### src/rtl/updown_pkg.sv
package updown_pkg;

   // Count geometry
   localparam int CNT_W = 4;
   localparam logic [3:0] CNT_ZERO = 4'h0;
   localparam logic [3:0] CNT_MAX = 4'hF;
   localparam logic [3:0] CNT_ONE = 4'h1;

   // Bus geometry
   localparam int ADDR_W = 12;
   localparam int DATA_W = 32;

   // Register byte offsets
   localparam logic [11:0] CTRL_OFS = 12'h000;
   localparam logic [11:0] STEP_OFS = 12'h004;
   localparam logic [11:0] STATUS_OFS = 12'h008;
   localparam logic [11:0] PRESET_OFS = 12'h00C;

   // Control register fields
   localparam int CTRL_CLEAR_BIT = 0;
   localparam int CTRL_LOAD_BIT = 1;
   localparam int CTRL_SRC_BIT = 2;
   localparam logic [2:0] CTRL_RST = 3'h0;

   // Step register fields, write-only pulses
   localparam int STEP_UP_BIT = 0;
   localparam int STEP_DOWN_BIT = 1;

   // Status register fields
   localparam int STAT_CNT_LSB = 0;
   localparam int STAT_CARRY_BIT = 4;
   localparam int STAT_BORROW_BIT = 5;
   localparam int STAT_UP_BIT = 6;
   localparam int STAT_DOWN_BIT = 7;

   // Preset register reset value
   localparam logic [3:0] PRESET_RST = 4'h0;

   // Idle level of the count inputs and their history flops
   localparam logic IDLE_HIGH = 1'b1;

   // Bus answer phases
   typedef enum logic [0:0] {
      BUS_WAIT = 1'b0,
      BUS_DONE = 1'b1
   } bus_phase_e;

endpackage

### src/rtl/rise_detect.sv
`timescale 1ns/10ps
module rise_detect
   import updown_pkg::*;
(
   // Clock and reset
   input wire logic clk_sys,
   input wire logic sys_rst,
   // Sampled level and its rising edge
   input wire logic level_in,
   output logic rise_out
);

   // Previous level, idles high so no edge is seen after reset
   logic prev_ff;
   logic nxt_prev;

   // Next history value
   always_comb begin
      nxt_prev = level_in;
   end

   // History register
   always_ff @(posedge clk_sys) begin
      if (sys_rst) begin
         prev_ff <= IDLE_HIGH;
      end else begin
         prev_ff <= nxt_prev;
      end
   end

   // Edge is combinational so the counter steps on the same clock
   assign rise_out = level_in & ~prev_ff;

endmodule

### src/rtl/updown_counter.sv
`timescale 1ns/10ps
module updown_counter
   import updown_pkg::*;
(
   // Clock and reset
   input wire logic clk_sys,
   input wire logic sys_rst,
   // Count inputs, idle high
   input wire logic count_up_in,
   input wire logic count_down_in,
   // Preset and control pins
   input wire logic [3:0] preset_data_in,
   input wire logic load_n_in,
   input wire logic async_zero_in,
   // Count outputs
   output logic count_bit0,
   output logic count_bit1,
   output logic count_bit2,
   output logic count_bit3,
   // Cascade outputs, active low
   output logic carry_out_n,
   output logic borrow_out_n,
   // APB slave
   input wire logic psel,
   input wire logic penable,
   input wire logic pwrite,
   input wire logic [11:0] paddr,
   input wire logic [31:0] pwdata,
   output logic [31:0] prdata,
   output logic pready,
   output logic pslverr
);

   // Count state and cascade flags
   logic [3:0] count_ff;
   logic [3:0] nxt_count;
   logic carry_n_ff;
   logic nxt_carry_n;
   logic borrow_n_ff;
   logic nxt_borrow_n;

   // Software registers
   logic [2:0] ctrl_ff;
   logic [2:0] nxt_ctrl;
   logic [3:0] preset_ff;
   logic [3:0] nxt_preset;

   // Bus answer registers
   bus_phase_e phase_ff;
   bus_phase_e nxt_phase;
   logic [31:0] prdata_ff;
   logic [31:0] nxt_prdata;
   logic pslverr_ff;
   logic nxt_pslverr;

   // Edges seen on the count pins
   logic up_rise;
   logic down_rise;

   // Decoded bus terms
   logic bus_commit;
   logic wr_commit;
   logic addr_hit;
   logic step_up;
   logic step_down;

   // Effective controls, pin or software
   logic clear_act;
   logic load_act;
   logic [3:0] load_val;
   logic inc_req;
   logic dec_req;

   // Edge detectors on each count input
   rise_detect up_edge (
      .clk_sys(clk_sys),
      .sys_rst(sys_rst),
      .level_in(count_up_in),
      .rise_out(up_rise)
   );

   rise_detect down_edge (
      .clk_sys(clk_sys),
      .sys_rst(sys_rst),
      .level_in(count_down_in),
      .rise_out(down_rise)
   );

   // Transfer completes on the edge where pready is seen high
   assign bus_commit = psel & penable & (phase_ff == BUS_DONE);
   assign wr_commit = bus_commit & pwrite;
   assign addr_hit = (paddr == CTRL_OFS) | (paddr == STEP_OFS) |
                     (paddr == STATUS_OFS) | (paddr == PRESET_OFS);
   assign step_up = wr_commit & (paddr == STEP_OFS) & pwdata[STEP_UP_BIT];
   assign step_down = wr_commit & (paddr == STEP_OFS) & pwdata[STEP_DOWN_BIT];

   // Merge pin and software control sources
   always_comb begin
      clear_act = async_zero_in | ctrl_ff[CTRL_CLEAR_BIT];
      load_act = ~load_n_in | ctrl_ff[CTRL_LOAD_BIT];
      // Pin or software load takes preset from its register when selected
      load_val = ctrl_ff[CTRL_SRC_BIT] ? preset_ff : preset_data_in;
      inc_req = up_rise | step_up;
      dec_req = down_rise | step_down;
   end

   // Next count: clear, then load, then one step
   always_comb begin
      nxt_count = count_ff;
      if (clear_act) begin
         nxt_count = CNT_ZERO;
      end else if (load_act) begin
         nxt_count = load_val;
      end else if (inc_req && !dec_req) begin
         // Whole word steps at once, no ripple
         nxt_count = count_ff + CNT_ONE;
      end else if (dec_req && !inc_req) begin
         nxt_count = count_ff - CNT_ONE;
      end else begin
         // Both edges together violate the idle-high rule; hold is safest
         nxt_count = count_ff;
      end
   end

   // Cascade flags from the new count and live count pins
   always_comb begin
      nxt_carry_n = ~((nxt_count == CNT_MAX) & ~count_up_in);
      nxt_borrow_n = ~((nxt_count == CNT_ZERO) & ~count_down_in);
   end

   // Count and flag registers
   always_ff @(posedge clk_sys) begin
      if (sys_rst) begin
         count_ff <= CNT_ZERO;
         carry_n_ff <= IDLE_HIGH;
         borrow_n_ff <= IDLE_HIGH;
      end else begin
         count_ff <= nxt_count;
         carry_n_ff <= nxt_carry_n;
         borrow_n_ff <= nxt_borrow_n;
      end
   end

   // Software register writes
   always_comb begin
      nxt_ctrl = ctrl_ff;
      nxt_preset = preset_ff;
      if (wr_commit && paddr == CTRL_OFS) begin
         nxt_ctrl = pwdata[2:0];
      end
      if (wr_commit && paddr == PRESET_OFS) begin
         nxt_preset = pwdata[3:0];
      end
   end

   // Bus phase and read data
   always_comb begin
      nxt_phase = phase_ff;
      nxt_prdata = prdata_ff;
      nxt_pslverr = pslverr_ff;
      case (phase_ff)
         BUS_WAIT: begin
            // Answer one cycle into the access phase
            if (psel && penable) begin
               nxt_phase = BUS_DONE;
               nxt_pslverr = ~addr_hit;
               nxt_prdata = '0;
               if (!pwrite) begin
                  if (paddr == CTRL_OFS) begin
                     nxt_prdata[2:0] = ctrl_ff;
                  end else if (paddr == STATUS_OFS) begin
                     nxt_prdata[STAT_CNT_LSB +: CNT_W] = count_ff;
                     nxt_prdata[STAT_CARRY_BIT] = carry_n_ff;
                     nxt_prdata[STAT_BORROW_BIT] = borrow_n_ff;
                     nxt_prdata[STAT_UP_BIT] = count_up_in;
                     nxt_prdata[STAT_DOWN_BIT] = count_down_in;
                  end else if (paddr == PRESET_OFS) begin
                     nxt_prdata[3:0] = preset_ff;
                  end else begin
                     // Step register and holes read zero
                     nxt_prdata = '0;
                  end
               end
            end
         end
         BUS_DONE: begin
            // Drop the answer after one cycle
            nxt_phase = BUS_WAIT;
            nxt_pslverr = 1'b0;
            nxt_prdata = '0;
         end
         default: begin
            nxt_phase = BUS_WAIT;
            nxt_pslverr = 1'b0;
            nxt_prdata = '0;
         end
      endcase
   end

   // Register and bus flops
   always_ff @(posedge clk_sys) begin
      if (sys_rst) begin
         ctrl_ff <= CTRL_RST;
         preset_ff <= PRESET_RST;
         phase_ff <= BUS_WAIT;
         prdata_ff <= '0;
         pslverr_ff <= 1'b0;
      end else begin
         ctrl_ff <= nxt_ctrl;
         preset_ff <= nxt_preset;
         phase_ff <= nxt_phase;
         prdata_ff <= nxt_prdata;
         pslverr_ff <= nxt_pslverr;
      end
   end

   // Outputs straight from flops
   assign count_bit0 = count_ff[0];
   assign count_bit1 = count_ff[1];
   assign count_bit2 = count_ff[2];
   assign count_bit3 = count_ff[3];
   assign carry_out_n = carry_n_ff;
   assign borrow_out_n = borrow_n_ff;
   assign prdata = prdata_ff;
   assign pready = (phase_ff == BUS_DONE);
   assign pslverr = pslverr_ff;

endmodule

### config.mk
export PLATFORM = sky130hd
export DESIGN_NAME = updown_counter
export DESIGN_NICKNAME = d
export VERILOG_FILES = /design/src/rtl/updown_pkg.sv /design/src/rtl/rise_detect.sv /design/src/rtl/updown_counter.sv
export SDC_FILE = /design/constraint.sdc
export NUM_CORES = 1
export LEC_CHECK = 0
export BUFFER_PORTS_ARGS = -buffer_cell sky130_fd_sc_hd__buf_2
export CAP_MARGIN = 5
export CORE_ASPECT_RATIO = 1.4
export CORE_MARGIN = 8
export CORE_UTILIZATION = 42
export CTS_CLUSTER_SIZE = 20
export DETAILED_ROUTE_END_ITERATION = 12
export GPL_TIMING_DRIVEN = 0
export PLACE_DENSITY = 0.8
export SETUP_SLACK_MARGIN = 0.15
export SYNTH_ARGS = -nofsm -noshare
export SYNTH_HDL_FRONTEND = slang
export SYNTH_SLANG_ARGS = --single-unit
### constraint.sdc
create_clock -name clk_sys -period 3 [get_ports clk_sys]
set_clock_uncertainty 0.1 [all_clocks]
set_input_delay 0.75 -clock clk_sys [delete_from_list [all_inputs] [get_ports clk_sys]]
set_output_delay 0.75 -clock clk_sys [all_outputs]
set_load 0.02 [all_outputs]
==> results of run 1 <==
-- critical path, cell delays in order --
cell and delay [ns]:
sky130_fd_sc_hd__buf_2 0.10, sky130_fd_sc_hd__nor4_2 0.35, sky130_fd_sc_hd__and4_4 0.34, sky130_fd_sc_hd__a21oi_2 0.10
sky130_fd_sc_hd__maj3_2 0.33, sky130_fd_sc_hd__o221ai_2 0.18, sky130_fd_sc_hd__nand3_2 0.12, sky130_fd_sc_hd__or4_1 0.54
-- power breakdown --
part	switching [mW]	total (mW)	internal (mW)
registers	0.00640	0.344	0.338
clock network	0.115	0.212	0.0973
logic	0.0840	0.145	0.0615
-- layout by cell type (no fill, tap or decap), types with 2 or more instances in the layout --
master,count
sky130_fd_sc_hd__nand3_1,11
sky130_fd_sc_hd__buf_2,43
sky130_fd_sc_hd__inv_1,5
sky130_fd_sc_hd__nand2_1,11
sky130_fd_sc_hd__nor4_2,2
sky130_fd_sc_hd__nor2_1,23
sky130_fd_sc_hd__nand3b_1,2
sky130_fd_sc_hd__clkbuf_8,3
sky130_fd_sc_hd__o21ai_0,5
sky130_fd_sc_hd__ha_1,2
sky130_fd_sc_hd__nor2b_1,3
sky130_fd_sc_hd__a22oi_1,8
sky130_fd_sc_hd__and3_1,2
sky130_fd_sc_hd__nor3_1,2
sky130_fd_sc_hd__a211oi_1,2
sky130_fd_sc_hd__dfxtp_1,25
sky130_fd_sc_hd__or2_2,2
sky130_fd_sc_hd__clkbuf_1,4
sky130_fd_sc_hd__mux2i_1,13
sky130_fd_sc_hd__a21oi_1,10
sky130_fd_sc_hd__conb_1,24
sky130_fd_sc_hd__buf_4,24
-- metrics by stage --
stage                     area (um2)  setup slack, ns  instances   util  TNS [ns]
after floorplan                 1570            0.218        198      -         0
after global placement          1840          -0.0754        281  0.544   -0.0754
after detailed placement        1840          -0.0556        281  0.544   -0.0556
after CTS                       1890            0.227        285  0.559         0
after global routing            1890            0.166        285  0.559         0
final                           1890            0.238        285  0.559         0
-- worst paths after layout --
kind	start	to	cells after the start
worst max-delay path	paddr[4]	carry_out_n	8
worst min-delay path	prdata[3]	prdata[3]	2
worst max register to register	pready	carry_out_n	7
worst min register to register	prdata[3]	prdata[3]	2
-- registers in the layout, indices dropped and copies added, names as in the netlist --
signal             cells
up_edge.prev_ff        1
carry_out_n            1
count_ff               4
pslverr                1
preset_ff              4
borrow_out_n           1
prdata                 8
down_edge.prev_ff      1
pready                 1
ctrl_ff                3
-- layer usage --
layer	vias to the layer above	part of all wire	GRT usage
met3	4	0.11	0.0452
met5	-	0	0
met2	59	0.49	0.233
li1	704	-	-
met4	0	0.0079	0.0331
met1	614	0.38	0.143
-- kinds of logic after synthesis --
group / share of synthesized area
multiplexers: 0.0876
AO/OA/AOI/OAI: 0.133
AND/OR/NAND/NOR: 0.249
XOR/XNOR: 0.0152
flip-flops: 0.337
adder cells (fa/ha/maj): 0.0244
buffers and inverters: 0.152
other: 0.00252
-- area by class of cell --
type / count / area share
Clock inverter: 1 / 0.00464
Clock buffer: 3 / 0.0219
Tap cell: 40 / 0.0265
Buffer: 29 / 0.109
Timing Repair Buffer: 43 / 0.114
Sequential cell: 25 / 0.265
Multi-Input combinational cell: 139 / 0.448
Inverter: 5 / 0.00995
==> flow_summary.rst, run 1 <==
.. list-table::
   :header-rows: 1

   * - Metric
     - Value
   * - Number of nets with antenna violations after detailed routing
     - 0
   * - Width of the die
     - between 60 and 70 um
   * - Worst slew margin relative to its limit
     - 0.571
   * - Number of enable-type register cells in the synthesized netlist
     - 0
   * - Unique masters post-synth
     - 38
   * - Gate count of the mapped netlist
     - between 150 and 200
   * - Share of the yosys chip area belonging to registers
     - 0.337
   * - Boundary pin count
     - 97
   * - Drt via density
     - slightly below 5
   * - Largest area contributor in the synthesized netlist
     - sky130_fd_sc_hd__dfxtp_1
   * - Biggest area contributors in the synthesized netlist
     - sky130_fd_sc_hd__dfxtp_1 34%, sky130_fd_sc_hd__buf_4 12%, sky130_fd_sc_hd__mux2i_1 8.8%, sky130_fd_sc_hd__nor2_1 5.8%, sky130_fd_sc_hd__a22oi_1 4.0%
   * - Most frequent cell after synthesis
     - sky130_fd_sc_hd__dfxtp_1
   * - Min cycle time layout
     - about 2.8 ns
   * - Core box area
     - 3380 um2
   * - Quantity of gates resized following cts
     - 0
   * - Power density of the placed cells
     - 372 nW/um2
   * - Die height
     - approximately 86 um
   * - Antenna violations before repair
     - 0
   * - Half-perimeter wire length of the detailed placement result
     - between 3000 and 4000 um
   * - Yosys top cell area share
     - 0.337
   * - Buffers inserted during post-CTS setup optimization
     - 0
   * - Buffer levels on the longest clock path
     - 2
   * - Antenna diode instance count
     - 0
   * - Area of the multi-input gates
     - approximately 850 um2
   * - Top cell types by occurrence after synthesis
     - 25 x sky130_fd_sc_hd__dfxtp_1, 24 x sky130_fd_sc_hd__buf_4, 23 x sky130_fd_sc_hd__nor2_1, 13 x sky130_fd_sc_hd__mux2i_1
   * - Register clock-pin slew on the reported worst setup and hold paths
     - 0.09 ns
   * - Number of global-route vias before repair
     - around 1,400
   * - Count of endpoints failing setup in the final report
     - 0
   * - Synth warn
     - 0
   * - Worst-margin pin slew
     - between 0.6 and 0.7 ns
   * - Part of the cycle the worst path needs
     - 0.921
   * - Count of nets after finishing
     - approximately 300
   * - Hold slack
     - 0.403 ns
   * - Sequential cell area
     - ~500 um2
   * - Max-slew violation total from the final report
     - 0
   * - Synthesized area divided by synthesized cell count
     - between 8 and 9 um2
   * - Via count of the routed design
     - 1,381
   * - Worst vdd ir
     - around 300 uV
   * - Data required time of the worst path
     - ~3.1 ns
   * - Total power
     - between 0.7 and 0.8 mW
   * - TritonCTS sink count
     - 25
   * - Leakage component of the power
     - approximately 0.93 nW
   * - CP Launch Type
     - input port
   * - Cts hold-fix bufs
     - 0
   * - FF+latch count, synth
     - 25
   * - Wire length of the first global-routing pass
     - between 6000 and 7000 um
   * - Number of endpoints with negative hold slack in the final report
     - 0
   * - Residual DRC
     - 0
   * - Grt total ovfl
     - 0
   * - Site Rows
     - 25
   * - Port Buffer Count
     - 43
   * - Setup repair after global routing missed its margin
     - false
   * - Timing-limited maximum frequency
     - between 300 and 400 MHz
   * - Number of CTS-inserted buffers
     - 3
   * - Arrival @ worst endpoint
     - between 2 and 3 ns
   * - Worst hold-check path type
     - flop to flop
   * - Max-cap violations
     - 0
   * - Area delta synth->final
     - 27.0%
   * - Wire length per cell
     - around 13 um
   * - Buffer type at the clock tree root
     - sky130_fd_sc_hd__clkbuf_8
   * - CTS tree
     - yes
   * - Status
     - complete, no violations
   * - Drt total wl
     - ~3800 um
   * - Die area
     - between 5000 and 6000 um2
   * - Maximum fanout along the worst path
     - 5
   * - Top FF cell, synth
     - sky130_fd_sc_hd__dfxtp_1
   * - Maximum number of pins on one net before global-route repair
     - 17
   * - Effective utilization at floorplan
     - 0.440
   * - Mapped Area
     - between 1000 and 1500 um2
   * - Register-to-register path setup slack
     - around 0.56 ns
   * - Drt pass-1 iters
     - 4
   * - Proportion of layout cells with a drive suffix above 1
     - 0.343
   * - Depth of the CTS H-tree
     - 1
   * - Async S/R FF share, synth
     - 0
   * - GRT Overall Usage
     - 0.132
   * - Category of the most critical setup path
     - input port to flop
   * - Iteration-0 DRC count of the detailed router
     - 77
   * - Filler cells
     - 350
   * - Clock latency reported for the late side of the worst-skew pair
     - 0.27 ns
   * - Placer congestion estimate
     - 0.854
   * - Nature of the critical path endpoint
     - flop
(Power assumes the default switching activity.)
==> run 2, diff against run 1 <==
--- a/config.mk
+++ b/config.mk
@@ -5,15 +5,16 @@
 export SDC_FILE = /design/constraint.sdc
 export NUM_CORES = 1
 export LEC_CHECK = 0
+export ABC_CLOCK_PERIOD_IN_PS = 3500
 export BUFFER_PORTS_ARGS = -buffer_cell sky130_fd_sc_hd__buf_2
 export CAP_MARGIN = 5
 export CORE_ASPECT_RATIO = 1.4
-export CORE_MARGIN = 8
-export CORE_UTILIZATION = 42
+export CORE_MARGIN = 1
+export CORE_UTILIZATION = 45
 export CTS_CLUSTER_SIZE = 20
 export DETAILED_ROUTE_END_ITERATION = 12
 export GPL_TIMING_DRIVEN = 0
-export PLACE_DENSITY = 0.8
+export PLACE_DENSITY = 0.85
 export SETUP_SLACK_MARGIN = 0.15
 export SYNTH_ARGS = -nofsm -noshare
 export SYNTH_HDL_FRONTEND = slang
==> constraint.sdc (replaced) <==
create_clock -name clk_sys -period 3.5 [get_ports clk_sys]
set_clock_uncertainty 0.1 [all_clocks]
set_input_delay 0.875 -clock clk_sys [delete_from_list [all_inputs] [get_ports clk_sys]]
set_output_delay 0.875 -clock clk_sys [all_outputs]
set_load 0.02 [all_outputs]
==> flow_summary.rst, run 2 (synthesis gave the netlist of run 1 again) <==
.. list-table::
   :header-rows: 1

   * - Metric
     - Value
   * - Buffer type at the clock tree root
     - sky130_fd_sc_hd__clkbuf_8
   * - Drt via density
     - 4.99 (+3.0%)
   * - Worst-margin pin slew
     - 0.628 ns (-0.0156 ns)
   * - Share of power burned in registers
     - 0.485 (-0.005)
   * - Min cycle time layout
     - 2.91 ns
   * - Max-cap violations
     - 0 (unchanged)
   * - Core box area
     - 3120 um2 (-7.6%)
   * - CTS tree
     - yes
   * - Effective utilization at floorplan
     - 0.476 (+0.0359)
   * - Maximum number of pins on one net before global-route repair
     - 17 (unchanged)
   * - Nature of the critical path endpoint
     - flop
   * - Worst hold-check path type
     - flop to flop
   * - Site Rows
     - 24 (-4.0%)
   * - Die height
     - 70.0 um (-19%)
   * - Most common library cell in the layout ignoring fill and taps
     - sky130_fd_sc_hd__buf_2
   * - Setup WS pre-CTS
     - 0.275 ns (+0.331 ns)
   * - Int Pwr
     - 0.426 mW (-14%)
   * - Switching part of the total
     - 0.300 (+0.00703)
   * - Status
     - complete, no violations
   * - Placer congestion estimate
     - 0.900 (+5.4%)
   * - Final setup margin
     - 0.585 ns (+0.347 ns)
   * - Cts hold-fix bufs
     - 0 (unchanged)
   * - Number of endpoints with negative hold slack in the final report
     - 0 (unchanged)
   * - Drt total wl
     - 3410 um (-10%)
   * - Data required time of the worst path
     - 3.56 ns (+0.51 ns)
   * - Sequential cell area
     - 500 um2 (unchanged)
   * - Filler cells
     - 309 (-12%)
   * - TritonCTS sink count
     - 25 (unchanged)
   * - Wire length per cell
     - 12.0 um (-10%)
   * - Quantity of gates resized following cts
     - 0 (unchanged)
   * - Clk pwr share
     - 0.311 (+0.008)
   * - Buffer levels on the longest clock path
     - 2 (unchanged)
   * - Max-slew violation total from the final report
     - 0 (unchanged)
   * - Register clock-pin slew on the reported worst setup and hold paths
     - 0.10 ns (about the same)
   * - Port Buffer Count
     - 43 (unchanged)
   * - Area of the multi-input gates
     - 846 um2 (unchanged)
   * - Maximum fanout along the worst path
     - 7 (+2)
   * - CP Launch Type
     - input port
   * - Worst slew margin relative to its limit
     - 0.581 (+0.0104)
   * - Power density of the placed cells
     - 323 nW/um2 (-13%)
   * - Area delta synth->final
     - 27.0% (about the same)
   * - Number of nets with antenna violations after detailed routing
     - 0 (unchanged)
   * - Arrival @ worst endpoint
     - 2.97 ns (+0.16 ns)
   * - Total power
     - 0.608 mW (-13%)
   * - Depth of the CTS H-tree
     - 1 (unchanged)
   * - Antenna violations before repair
     - 0 (unchanged)
   * - Drt pass-1 iters
     - 4 (unchanged)
   * - Width of the die
     - 50.6 um (-24%)
   * - Worst hold path depth
     - 2 (unchanged)
   * - Grt total ovfl
     - 0 (unchanged)
   * - Half-perimeter wire length of the detailed placement result
     - 2690 um (-15%)
   * - Antenna diode instance count
     - 0 (unchanged)
   * - Part of the cycle the worst path needs
     - 0.833
   * - Number of flip-flops in the largest register
     - 8 (unchanged)
   * - GRT Overall Usage
     - 0.192 (+0.0601)
   * - Buffers inserted during post-CTS setup optimization
     - 0 (unchanged)
   * - Setup repair after global routing missed its margin
     - false
   * - Category of the most critical setup path
     - input port to flop
   * - Via count of the routed design
     - 1,417 (+2.6%)
   * - Leakage component of the power
     - 0.931 nW (unchanged)
   * - Wire length of the first global-routing pass
     - 5210 um (-15%)
   * - Proportion of power drawn by combinational gates
     - 0.204 (-0.003)
   * - Most used cells in the layout excluding fill and tap cells
     - 43 x sky130_fd_sc_hd__buf_2, 25 x sky130_fd_sc_hd__dfxtp_1, 24 x sky130_fd_sc_hd__buf_4, 24 x sky130_fd_sc_hd__conb_1, 23 x sky130_fd_sc_hd__nor2_1
   * - Hold slack
     - 0.398 ns (-0.00430 ns)
   * - Switching pwr
     - 0.182 mW (-11%)
   * - Residual DRC
     - 0 (unchanged)
   * - Die area
     - 3540 um2 (-38%)
   * - Timing-limited maximum frequency
     - 343 MHz
   * - Worst vdd ir
     - 264 uV (-12%)
   * - Count of endpoints failing setup in the final report
     - 0 (unchanged)
   * - Cells on worst reg2reg path
     - 7 (unchanged)
   * - Number of CTS-inserted buffers
     - 3 (unchanged)
   * - Clock latency reported for the late side of the worst-skew pair
     - 0.28 ns (about the same)
   * - Iteration-0 DRC count of the detailed router
     - 53 (-31%)
   * - Number of global-route vias before repair
     - 1,213 (-12%)
   * - Sum of negative setup slack
     - 0 ns (unchanged)
   * - Proportion of layout cells with a drive suffix above 1
     - 0.343 (unchanged)
   * - Boundary pin count
     - 97 (unchanged)
   * - Count of nets after finishing
     - 305 (unchanged)
-- run 2: cell counts in the layout (fill, tap and decap cells not counted) --
No cell type changed its count.
-- run 2: cell type report --
cell class              count  area share
repair buffers             43       0.114
plain buffers              29       0.109
flip-flops and latches     25       0.265
clock inverters             1     0.00464
inverters                   5     0.00995
clock buffers               3      0.0219
multi-input cells         139       0.449
well taps                  39      0.0259
-- run 2: layer usage --
layer	vias up	track usage	wire (um)	share of wire
li1	704	-	-	-
met1	638	0.232	1390	0.41
met2	72	0.338	1710	0.50
met3	3	0.0261	275	0.081
met4	0	0.0648	32	0.0094
met5	-	0	0	0
-- run 2: power groups by stage --
stage          clock (mW)  sequential [mW]  combinational (mW)
4_1_cts             0.187            0.295               0.123
6_report            0.189            0.295               0.124
3_3_place_gp            0            0.301               0.122
2_1_floorplan           0            0.306              0.0852
3_5_place_dp            0            0.302               0.123
5_1_grt             0.204            0.296               0.134
-- run 2: worst paths after layout --
kind	start	end	slack, ns
setup reg to reg	pready	carry_out_n	1.05
hold reg to reg	prdata[3]	prdata[3]	0.40
hold / removal	prdata[3]	prdata[3]	0.40
setup / recovery	paddr[4]	carry_out_n	0.59
-- run 2: critical path, stage by stage --
cell and delay [ns]:
sky130_fd_sc_hd__buf_2 0.10, sky130_fd_sc_hd__nor4_2 0.36, sky130_fd_sc_hd__and4_4 0.34, sky130_fd_sc_hd__a21o_4 0.17
sky130_fd_sc_hd__xnor3_1 0.30, sky130_fd_sc_hd__mux2i_1 0.20, sky130_fd_sc_hd__nand2_1 0.10, sky130_fd_sc_hd__or4_1 0.53
-- run 2: through the flow --
stage	instances	utilization	instance area [um2]
finish	284	0.604	1890
global route	284	0.604	1890
CTS	284	0.604	1890
detailed placement	280	0.588	1840
global placement	280	0.588	1840
floorplan	198	-	1570
